**src/rtl/dpw_pkg.sv**
```systemverilog
// Constants and types shared by the dual-port DRAM window decoder
package dpw_pkg;

  // ---------------------------------------------------------------
  // Widths
  // ---------------------------------------------------------------
  localparam int DPW_BUS_AW = 24;
  localparam int DPW_DRAM_AW = 28;
  localparam int DPW_IO_AW = 16;
  localparam int DPW_WIN_LSB = 16;
  localparam int DPW_ALIAS_LSB = 20;

  // ---------------------------------------------------------------
  // Local I/O map
  // ---------------------------------------------------------------
  localparam logic [15:0] DPW_PAGE_IO = 16'h00ee;
  localparam logic [15:0] DPW_LOCK_IO = 16'h00ef;
  localparam int DPW_LOCK_BIT = 0;

  // ---------------------------------------------------------------
  // Values after reset
  // ---------------------------------------------------------------
  localparam logic [7:0] DPW_START_RST = 8'h00;
  localparam logic [3:0] DPW_ALIAS_RST = 4'h0;
  localparam logic [7:0] DPW_PAGE_RST = 8'h00;
  localparam logic DPW_LOCK_RST = 1'b0;
  localparam logic [7:0] DPW_END_2M = 8'h1f;
  localparam logic [7:0] DPW_END_4M = 8'h3f;
  localparam logic [7:0] DPW_END_8M = 8'h7f;
  localparam logic [7:0] DPW_END_BIG = 8'hf7;

  // Pages at or above this hold no DRAM yet
  localparam logic [7:0] DPW_DRAM_PAGES = 8'h04;

  // ---------------------------------------------------------------
  // Strap capture timing, in ref_clk cycles after reset release
  // ---------------------------------------------------------------
  // Strap synchroniser output is valid from the fourth edge; straps load on the fifth
  localparam logic [2:0] DPW_CFG_LOAD = 3'h4;
  localparam logic [2:0] DPW_CFG_WAIT = 3'h5;

  typedef enum logic [1:0] {
    ST_IDLE = 2'b00,
    ST_BUS = 2'b01,
    ST_LOCAL = 2'b10,
    ST_DONE = 2'b11
  } dpw_state_t;

  function automatic logic [7:0] dpw_end_default(input int mb);
    if (mb <= 2) begin
      return DPW_END_2M;
    end else if (mb <= 4) begin
      return DPW_END_4M;
    end else if (mb <= 8) begin
      return DPW_END_8M;
    end
    return DPW_END_BIG;
  endfunction : dpw_end_default

endpackage : dpw_pkg

```
**src/rtl/dpw_sync3.sv**
```systemverilog
// Three-stage input synchroniser with agreement filter
`timescale 1ns/1ns
module dpw_sync3 #(
  parameter int W = 1
) (
  input wire logic ref_clk,
  input wire logic rst_q,
  input wire logic [W-1:0] din,
  output logic [W-1:0] dout
);
  import dpw_pkg::*;

  typedef struct packed {
    logic [W-1:0] s1;
    logic [W-1:0] s2;
    logic [W-1:0] s3;
    logic [W-1:0] q;
  } dpw_sync_t;

  dpw_sync_t s;
  dpw_sync_t next_s;

  // A bit moves only once stages two and three agree; stage one feeds
  // stage two alone so metastability never reaches the filter.
  always_comb begin
    next_s = s;
    next_s.s1 = din;
    next_s.s2 = s.s1;
    next_s.s3 = s.s2;
    next_s.q = (s.s3 & ~(s.s2 ^ s.s3)) | (s.q & (s.s2 ^ s.s3));
  end

  always_ff @(posedge ref_clk or negedge rst_q) begin
    if (!rst_q) begin
      s <= '0;
    end else begin
      s <= next_s;
    end
  end

  assign dout = s.q;

endmodule : dpw_sync3

```
**src/rtl/dpw_window_decode.sv**
```systemverilog
// Dual-port DRAM window decode, alias and page select
`timescale 1ns/1ns
// Notes on behaviour
// - Claim bus access only inside start..end window, 64 Kbyte granules.
// - Start above end disables the window entirely.
// - Limits compare against raw bus address, whatever page is selected.
// - DRAM offset is bus address plus alias, within selected page.
// - Alias sum wraps modulo 16 Mbytes; carry is dropped.
// - Page-select register at local I/O 0xEE picks the 16 Mbyte page.
// - Only local CPU or DMA can write page select; bus cannot.
// - Targets first 256 Mbytes; pages beyond 64 Mbytes flagged reserved.
// - Lock bit in I/O space holds dual-port DRAM for local bus.
// - No processor mode input affects window, alias or page.
// - Start, alias and page select reset to zero.
// - Window end defaults by DRAM size: 1f, 3f, 7f or f7 top byte.
// - Alias moves in whole 1 Mbyte steps only.
// - Own board's outgoing bus cycles never hit its own window.
module dpw_window_decode #(
  parameter int DRAM_MB = 2
) (
  input wire logic ref_clk,
  input wire logic rst_n,
  input wire logic [7:0] jmp_start,
  input wire logic [7:0] jmp_end,
  input wire logic [3:0] jmp_alias,
  input wire logic sb_req,
  input wire logic sb_wr,
  input wire logic [dpw_pkg::DPW_BUS_AW-1:0] sb_addr,
  input wire logic sb_own,
  output logic sb_ack,
  input wire logic io_wr,
  input wire logic io_rd,
  input wire logic [dpw_pkg::DPW_IO_AW-1:0] io_addr,
  input wire logic [7:0] io_wdata,
  output logic [7:0] io_rdata,
  input wire logic local_req,
  output logic local_gnt,
  output logic dram_req,
  output logic dram_wr,
  output logic [dpw_pkg::DPW_DRAM_AW-1:0] dram_addr,
  output logic dram_from_bus,
  output logic dram_rsvd,
  input wire logic dram_done
);
  import dpw_pkg::*;

  // ---------------------------------------------------------------
  // State
  // ---------------------------------------------------------------
  typedef struct packed {
    dpw_state_t st;
    logic [2:0] cfg_cnt;
    logic [3:0] own_hist;
    logic [7:0] win_start;
    logic [7:0] win_end;
    logic [3:0] alias_mb;
    logic [7:0] page;
    logic lock;
    logic [DPW_BUS_AW-1:0] sb_addr_q;
    logic sb_ack;
    logic dram_req;
    logic dram_wr;
    logic dram_from_bus;
    logic dram_rsvd;
    logic local_gnt;
    logic [DPW_DRAM_AW-1:0] dram_addr;
    logic [7:0] io_rdata;
  } dpw_regs_t;

  localparam dpw_regs_t RST_S = '{
    st: ST_IDLE,
    cfg_cnt: 3'h0,
    own_hist: 4'h0,
    win_start: DPW_START_RST,
    win_end: dpw_end_default(DRAM_MB),
    alias_mb: DPW_ALIAS_RST,
    page: DPW_PAGE_RST,
    lock: DPW_LOCK_RST,
    sb_addr_q: '0,
    sb_ack: 1'b0,
    dram_req: 1'b0,
    dram_wr: 1'b0,
    dram_from_bus: 1'b0,
    dram_rsvd: 1'b0,
    local_gnt: 1'b0,
    dram_addr: '0,
    io_rdata: 8'h00
  };

  dpw_regs_t s;
  dpw_regs_t next_s;
  logic [1:0] rst_pipe;
  logic rst_q;
  logic [DPW_BUS_AW+1:0] bus_sync;
  logic [19:0] jmp_sync;
  logic bus_req;
  logic bus_wr;
  logic [DPW_BUS_AW-1:0] bus_addr;
  logic [DPW_BUS_AW-1:0] xlate;
  logic claim;
  logic bus_go;

  // ---------------------------------------------------------------
  // Reset release
  // ---------------------------------------------------------------
  always_ff @(posedge ref_clk or negedge rst_n) begin
    if (!rst_n) begin
      rst_pipe <= 2'b00;
    end else begin
      rst_pipe <= {rst_pipe[0], 1'b1};
    end
  end

  assign rst_q = rst_pipe[1];

  // ---------------------------------------------------------------
  // Pin synchronisers
  // ---------------------------------------------------------------
  // Address and direction ride with the request, so they settle by the
  // time the request is seen; the far master must hold them meanwhile.
  dpw_sync3 #(.W(DPW_BUS_AW + 2)) u_bus_sync (
    .ref_clk(ref_clk),
    .rst_q(rst_q),
    .din({sb_req, sb_wr, sb_addr}),
    .dout(bus_sync)
  );

  dpw_sync3 #(.W(20)) u_jmp_sync (
    .ref_clk(ref_clk),
    .rst_q(rst_q),
    .din({jmp_start, jmp_end, jmp_alias}),
    .dout(jmp_sync)
  );

  assign bus_req = bus_sync[DPW_BUS_AW+1];
  assign bus_wr = bus_sync[DPW_BUS_AW];
  assign bus_addr = bus_sync[DPW_BUS_AW-1:0];

  // ---------------------------------------------------------------
  // Decode and translation
  // ---------------------------------------------------------------
  // Plain range test: start above end matches nothing.
  assign claim = (bus_addr[DPW_BUS_AW-1:DPW_WIN_LSB] >= s.win_start) &&
                 (bus_addr[DPW_BUS_AW-1:DPW_WIN_LSB] <= s.win_end);
  // 24-bit sum drops the carry out of the page.
  assign xlate = bus_addr + {s.alias_mb, 20'h00000};
  // Own cycles still drain through the synchroniser, so recent
  // ownership blocks a claim as well.
  assign bus_go = bus_req && !sb_own && (s.own_hist == 4'h0) && claim && !s.lock &&
                  (s.cfg_cnt == DPW_CFG_WAIT);

  // ---------------------------------------------------------------
  // Next state
  // ---------------------------------------------------------------
  always_comb begin
    next_s = s;
    next_s.own_hist = {s.own_hist[2:0], sb_own};
    // Straps are captured once; later jumper changes need a reset.
    if (s.cfg_cnt != DPW_CFG_WAIT) begin
      next_s.cfg_cnt = s.cfg_cnt + 3'h1;
      if (s.cfg_cnt == DPW_CFG_LOAD) begin
        next_s.win_start = jmp_sync[19:12];
        next_s.win_end = jmp_sync[11:4];
        next_s.alias_mb = jmp_sync[3:0];
      end
    end
    if (io_wr && io_addr == DPW_PAGE_IO) begin
      next_s.page = io_wdata;
    end
    if (io_wr && io_addr == DPW_LOCK_IO) begin
      next_s.lock = io_wdata[DPW_LOCK_BIT];
    end
    if (io_rd) begin
      if (io_addr == DPW_PAGE_IO) begin
        next_s.io_rdata = s.page;
      end else if (io_addr == DPW_LOCK_IO) begin
        next_s.io_rdata = {7'h00, s.lock};
      end else begin
        next_s.io_rdata = 8'h00;
      end
    end
    case (s.st)
      ST_IDLE: begin
        // Bus first; a locked or unclaimed bus cycle lets local through.
        if (bus_go) begin
          next_s.st = ST_BUS;
          next_s.sb_addr_q = bus_addr;
          next_s.dram_req = 1'b1;
          next_s.dram_wr = bus_wr;
          next_s.dram_from_bus = 1'b1;
          next_s.dram_addr = {s.page[3:0], xlate};
          next_s.dram_rsvd = (s.page >= DPW_DRAM_PAGES);
        end else if (local_req) begin
          next_s.st = ST_LOCAL;
          next_s.local_gnt = 1'b1;
        end
      end
      ST_BUS: begin
        if (dram_done) begin
          next_s.st = ST_DONE;
          next_s.dram_req = 1'b0;
          next_s.sb_ack = 1'b1;
        end
      end
      ST_DONE: begin
        if (!bus_req) begin
          next_s.st = ST_IDLE;
          next_s.sb_ack = 1'b0;
          next_s.dram_from_bus = 1'b0;
        end
      end
      ST_LOCAL: begin
        if (!local_req) begin
          next_s.st = ST_IDLE;
          next_s.local_gnt = 1'b0;
        end
      end
      default: begin
        next_s.st = ST_IDLE;
      end
    endcase
  end

  always_ff @(posedge ref_clk or negedge rst_q) begin
    if (!rst_q) begin
      s <= RST_S;
    end else begin
      s <= next_s;
    end
  end

  // ---------------------------------------------------------------
  // Outputs
  // ---------------------------------------------------------------
  // No mode input exists, so decoding is mode independent.
  assign sb_ack = s.sb_ack;
  assign io_rdata = s.io_rdata;
  assign local_gnt = s.local_gnt;
  assign dram_req = s.dram_req;
  assign dram_wr = s.dram_wr;
  assign dram_addr = s.dram_addr;
  assign dram_from_bus = s.dram_from_bus;
  assign dram_rsvd = s.dram_rsvd;

  // ---------------------------------------------------------------
  // Assertions
  // ---------------------------------------------------------------
  property p_claim_in_window;
    @(posedge ref_clk) disable iff (!rst_q)
      $rose(s.dram_req) |-> (s.sb_addr_q[23:16] >= s.win_start) &&
                            (s.sb_addr_q[23:16] <= s.win_end);
  endproperty
  a_claim_in_window: assert property (p_claim_in_window)
    else $error("bus access claimed outside window");

  property p_disabled;
    @(posedge ref_clk) disable iff (!rst_q)
      (s.win_start > s.win_end) && (s.cfg_cnt == DPW_CFG_WAIT) |=> !$rose(s.dram_req);
  endproperty
  a_disabled: assert property (p_disabled)
    else $error("disabled window claimed an access");

  property p_xlate;
    @(posedge ref_clk) disable iff (!rst_q)
      $rose(s.dram_req) |->
        s.dram_addr[23:0] == 24'(s.sb_addr_q + {s.alias_mb, 20'h00000});
  endproperty
  a_xlate: assert property (p_xlate)
    else $error("dram offset is not bus address plus alias");

  property p_wrap;
    @(posedge ref_clk) disable iff (!rst_q)
      $rose(s.dram_req) |-> s.dram_addr[27:24] == s.page[3:0];
  endproperty
  a_wrap: assert property (p_wrap)
    else $error("alias carry spilled into page bits");

  property p_page_write;
    @(posedge ref_clk) disable iff (!rst_q)
      io_wr && (io_addr == DPW_PAGE_IO) |=> s.page == $past(io_wdata);
  endproperty
  a_page_write: assert property (p_page_write)
    else $error("page select did not take the written value");

  property p_page_local;
    @(posedge ref_clk) disable iff (!rst_q)
      $changed(s.page) |-> $past(io_wr) && ($past(io_addr) == DPW_PAGE_IO);
  endproperty
  a_page_local: assert property (p_page_local)
    else $error("page select changed without a local write");

  property p_rsvd;
    @(posedge ref_clk) disable iff (!rst_q)
      $rose(s.dram_req) |-> s.dram_rsvd == (s.page >= DPW_DRAM_PAGES);
  endproperty
  a_rsvd: assert property (p_rsvd)
    else $error("reserved page flag wrong");

  property p_lock;
    @(posedge ref_clk) disable iff (!rst_q)
      s.lock && (s.st == ST_IDLE) |=> s.st != ST_BUS;
  endproperty
  a_lock: assert property (p_lock)
    else $error("bus access started while locked");

  property p_own;
    @(posedge ref_clk) disable iff (!rst_q)
      sb_own && (s.st == ST_IDLE) |=> s.st != ST_BUS;
  endproperty
  a_own: assert property (p_own)
    else $error("own bus cycle claimed by own window");

  property p_excl;
    @(posedge ref_clk) disable iff (!rst_q)
      !(s.dram_req && s.local_gnt);
  endproperty
  a_excl: assert property (p_excl)
    else $error("bus and local both own the dram");

  property p_ack;
    @(posedge ref_clk) disable iff (!rst_q)
      (s.st == ST_BUS) && dram_done |=> s.sb_ack && !s.dram_req ##1 s.sb_ack;
  endproperty
  a_ack: assert property (p_ack)
    else $error("bus acknowledge not given after dram done");

endmodule : dpw_window_decode

```
**config.mk**
```make
export PLATFORM = sky130hd
export DESIGN_NAME = dpw_window_decode
export DESIGN_NICKNAME = d
export VERILOG_FILES = /design/src/rtl/dpw_pkg.sv /design/src/rtl/dpw_sync3.sv /design/src/rtl/dpw_window_decode.sv
export SDC_FILE = /design/constraint.sdc
export NUM_CORES = 1
export LEC_CHECK = 0
export BUFFER_PORTS_ARGS = -buffer_cell sky130_fd_sc_hd__clkbuf_2
export CORE_MARGIN = 2
export CORE_UTILIZATION = 40
export DETAILED_ROUTE_END_ITERATION = 12
export SLEW_MARGIN = 10
export SYNTH_ARGS = -nofsm -noshare
export SYNTH_HDL_FRONTEND = slang
export SYNTH_SLANG_ARGS = --single-unit
```
**constraint.sdc**
```tcl
create_clock -name ref_clk -period 23 [get_ports ref_clk]
set_input_delay 0 -clock ref_clk [delete_from_list [all_inputs] [get_ports ref_clk]]
set_output_delay 0 -clock ref_clk [all_outputs]
set_load 0.01 [all_outputs]
```
Yosys cells after proc, flatten, opt, wreduce, memory -nomap -nowiden
Cells that the tools add are included.
W data, S select, Z words.
{ "classes": {"eq_ne": 15, "n_mux": 18, "add_sub_neg": 2, "n_bitwise": 10, "order_cmp": 3, "n_reduce_logical": 23} }
{ "ops": {"columns": ["op", "n"], "rows": [
  ["$and A26 B26 Y26", 2],
  ["$and A20 B20 Y20", 2],
  ["$eq A16 B8 Y1 const B", 2],
  ["$not A26 Y26", 1],
  ["$or A26 B26 Y26", 1],
  ["$xor A26 B26 Y26", 1],
  ["$add A24 B24 Y24", 1],
  ["$not A20 Y20", 1],
  ["$or A20 B20 Y20", 1],
  ["$xor A20 B20 Y20", 1],
  ["$mux W2", 6],
  ["$ne A2 B2 Y1 const B", 6],
  ["$reduce_and A3 Y1", 3],
  ["$ge A8 B3 Y1 const B", 1],
  ["$ge A8 B8 Y1", 1],
  ["$le A8 B8 Y1", 1],
  ["$logic_and A1 B1 Y1", 8],
  ["$mux W8", 1],
  ["$pmux W1 S2", 4],
  ["$pmux W2 S4", 1],
  ["$reduce_and A4 Y1", 2],
  ["$reduce_bool A2 Y1", 4],
  ["$eq A3 B3 Y1 const B", 2],
  ["$ne A3 B3 Y1 const B", 2],
  ["other kinds (9)", 16]
]} }
{ "word_totals": {"output_inout_bits": 42, "wordCells": 96, "regBits": 266} }

Logic depth before layout (Yosys ltp)
{ "depth": {"ltp_word": 8, "ltp_mapped": 10, "mapped_depth_nobuf": 8} }

By module
Synthesis repeated with hierarchy kept, for this count alone.
{ "hier_totals": {"hier_cells": 588, "hier_area_um2": 9529.1} }
{ "modules_own_cells": {"columns": ["mod", "area_per_inst_um2", "cells_per_inst", "instances"], "rows": [
  ["dpw_window_decode", 4061.4, 312, 1],
  ["dpw_sync3 at u_bus_sync", 3090.5, 156, 1],
  ["dpw_sync3 at u_jmp_sync", 2377.3, 120, 1]
]} }

Worst setup path before layout
No wires, ideal clock.
{ "synth_path": {"path_type": "register to register", "start": "reg s[80] (netlist bit)", "end": "reg s, in the netlist dram_addr[20]", "n_path_buf": 2, "setup_ns": 0.125, "arrival_time_ns": 2.612, "stages_incl_launch_ff": 11, "path_slack_ns": 20.263, "path_cell_list": "dfstp_2 -> inv_1 -> ha_1 -> nor2b_1 -> o211ai_1 -> a21oi_1 -> or4_1 -> or4b_1 -> buf_6 -> buf_6 -> mux2_4"} }
{ "synth_between": {"elab_chain_cells": 6} }
{ "synth_rtl": {"columns": ["item", "line", "text"], "rows": [
  ["from (decl)", "dpw_window_decode.sv:90", "dpw_regs_t s;"],
  ["from (signal assigned)", "dpw_window_decode.sv:228", "s <= next_s;"],
  ["$le A8 B8 Y1", "dpw_window_decode.sv:144", "(bus_addr[DPW_BUS_AW-1:DPW_WIN_LSB] <= s.win_end);"],
  ["$logic_and A1 B1 Y1", "dpw_window_decode.sv:143", "assign claim = (bus_addr[DPW_BUS_AW-1:DPW_WIN_LSB] >= s.win_start) &&"],
  ["$logic_and A1 B1 Y1 (3 in a row)", "dpw_window_decode.sv:149", "assign bus_go = bus_req && !sb_own && (s.own_hist == 4'h0) && claim && !s.lock &&"],
  ["$reduce_and A2 Y1 (no line)", null, null]
]} }
No other way between the ends.
A chain may end at the register's enable or synchronous reset.

Final worst setup path
{ "layout_path": {"start": "reg s[80] (netlist bit)", "end": "reg s, in the netlist dram_addr[6]"} }
The elaborated chain is that of the path after synthesis.

==> results.sh <==
export IMPL_worst_setup_path_end_kind="register"
export IMPL_timing_rr_end="dram_addr[6]"
export IMPL_drv_slew=0
export IMPL_clock_sinks=266
export IMPL_rsz0062_at_grt="no"
export IMPL_ir_worst_vdd_mv=0.04886
export IMPL_setup_viol=0
export IMPL_placedCellCount=921
export IMPL_reg2regPathDepth=9
export IMPL_vias_per_cell=4.517
export IMPL_synthArstFlopShare_pct=100.0
export IMPL_synth_edf_count=0
export IMPL_cts_root_buf="clkbuf_16"
export IMPL_synth_area_sq_um=9149
export IMPL_r2r_slack_ps=19580
export IMPL_route_detailed_wl_per_inst_um=14.41
export IMPL_final_common_cell="dfrtp_1"
export IMPL_timing_final_crit_share_pct=14.86
export IMPL_drtIter0Drc=184
export IMPL_cp_cell_sequence="inv_1 > ha_1 > nor2b_1 > o211ai_1 > a21oi_1 > or4_1 > or4b_2 > buf_4 > mux2_4"
export IMPL_insertion_delay_ps=530
export IMPL_yosys_top_cells_area="dfrtp_1 (71%), maj3_1 (5.0%), mux2_4 (4.3%)"
export IMPL_synth_nets=659
export IMPL_powerDensity_nw_per_um2=93.47
export IMPL_die_y_um=155.2
export IMPL_die_area_sq_um=24100
export IMPL_ios=119
export IMPL_overflow=0
export IMPL_h_tree_depth=1
export IMPL_drive_gt1_share_pct=31.60
export IMPL_critPathMaxStageDelay_ps=940
export IMPL_multiInputGateArea_sq_um=2022
export IMPL_yosysTopAreaCellShare_pct=71.39
export IMPL_cts_resized=0
export IMPL_drcViolationCount=0
export IMPL_numCtsBuffers=28
export IMPL_regToRegStartpoint="s[80]"
export IMPL_clockBufferDepth=3
export IMPL_ys_ff_latch=266
export IMPL_fin_cells=1035
export IMPL_hold_violations=0
export IMPL_rows=55
export IMPL_syn_to_final_growth_pct=25.12
export IMPL_fin_crit_ps=3418
export IMPL_placed_area_sq_um=9778
export IMPL_syn_avg_cell_area_sq_um=16.37
export IMPL_finalWorstSetupSlack_ps=19580
export IMPL_p_leak_nw=5.473
export IMPL_clk_pin_slew_ps=60
export IMPL_ys_types=44
export IMPL_finalWirelength_um=14920
export IMPL_final_antenna_net_count=0
export IMPL_grtUsageTotal_pct=12.96
export IMPL_initial_core_util_pct=40.53
export IMPL_synth_cells=559
export IMPL_ys_flop_type="dfrtp_1"
export IMPL_diodes=0
export IMPL_drv_cap=0
export IMPL_clock_skew_ps=12.72
export IMPL_hold_path_class="primary input to register"
export IMPL_utilization_pct=50.72
export IMPL_post_cts_setup_buffers=0
export IMPL_critPathArrivalTime_ps=3830
export IMPL_core_sq_um=22570
export IMPL_final_cell_mix="dfrtp_1 (260), clkbuf_2 (118), dlygate4sd3_1 (62)"
export IMPL_pre_cts_ws_ps=19570
export IMPL_n_fill_cell=1915
export IMPL_path_class="register to register"
export IMPL_cts_tree="built"
export IMPL_fin_tns_setup_ps=0
export IMPL_synth_area_leader_cell="dfrtp_1"
export IMPL_seqCellArea_sq_um=6666
export IMPL_hold_slack_ps=111.2
export IMPL_p_total_mw=1.070
export IMPL_gp_congestion=0.7649
export IMPL_ys_warn_count=0
export IMPL_max_slew_worst_pin_slew_ps=1008
export IMPL_final_area_sq_um=11450
export IMPL_grt_max_degree=83
export IMPL_slew_headroom_pct=32.80
export IMPL_outcome="finished clean"
export IMPL_fmax_mhz=292.6
export IMPL_grt_pass1_wl_um=25250
export IMPL_fin_nets=828
export IMPL_crit_required_ps=23410
export IMPL_hold_depth=5
export IMPL_antenna_found_initial=0
export IMPL_io_buffers=118
export IMPL_setup_worst_path_end="dram_addr[6]"
export IMPL_dr_pass1_iters=4
export IMPL_die_x_um=155.2
export IMPL_place_detailed_hpwl_um=9730
export IMPL_cp_start_kind="register"
export IMPL_worstPathMaxFanout=20
export IMPL_ctsHoldBuffers=62
export IMPL_route_vias_total=4675
export IMPL_cpMaxStageDelayCell="or4b_2"
export IMPL_seq_area_frac_synth_pct=72.83
export IMPL_grt_pass1_vias=5040
export IMPL_setup_worst_path_start="s[80]"
per-layer routing:
metal / share of wire, % / vias up / GRT usage (%)
met1: 42 / 2344 / 15.92
met5: 0 / - / 0
li1: - / 2184 / -
met4: 2.9 / 0 / 4.762
met3: 4.7 / 36 / 2.618
met2: 51 / 111 / 22.77
worst min-delay path by stage:
stage | start | to
after floorplan | rst_n | rst_pipe[0]
after global placement | rst_n | rst_pipe[0]
after detailed placement | rst_n | rst_pipe[0]
after CTS | io_addr[0] | io_rdata[3]
after global routing | sb_addr[15] | u_bus_sync.next_s[67]
final | io_addr[0] | io_rdata[5]
worst max-delay path: cells and delay by family (launching register included):
kind	cells	cell delay, ps
adder cells (fa/ha/maj)	1	290
flip-flops	1	520
multiplexers	1	340
buffers and inverters	2	420
AO/OA/AOI/OAI	2	240
AND/OR/NAND/NOR	3	1490
logic make-up after synthesis:
family / share of synthesized area, %
DFF: 72.83
buffers and inverters: 5.074
adders and majority gates: 8.260
muxes: 8.548
and+or+nand+nor: 2.899
AOI/OAI and AO/OA: 1.970
xor gates and xnor gates: 0.3830
other: 0.04099
where the power goes:
part	total (mW)	internal [mW]	switching, mW
logic	0.0624	0.0344	0.0280
clock network	0.493	0.317	0.176
registers	0.514	0.497	0.0168
total	1.07	0.849	0.221
synth_stat cells, types with 3 or more instances:
master and count:
a21oi_1 9, maj3_1 46, inv_1 30, dfrtp_1 261, nand2_1 23, o21ai_0 13
mux2_2 33, nor2_1 6, clkbuf_1 4, mux2_4 26, ha_1 22, dfstp_2 5
xnor2_1 3, buf_4 36
final cells by class:
| cell class | instances | share of cell area (%) |
|---|---|---|
| inverters | 30 | 0.9837 |
| flip-flops and latches | 266 | 58.24 |
| multi-input cells | 218 | 17.66 |
| clock inverters | 13 | 1.967 |
| well taps | 285 | 3.115 |
| clock buffers | 39 | 7.192 |
| repair buffers | 184 | 10.84 |
No activity file was read; power rests on OpenSTA's default activity.
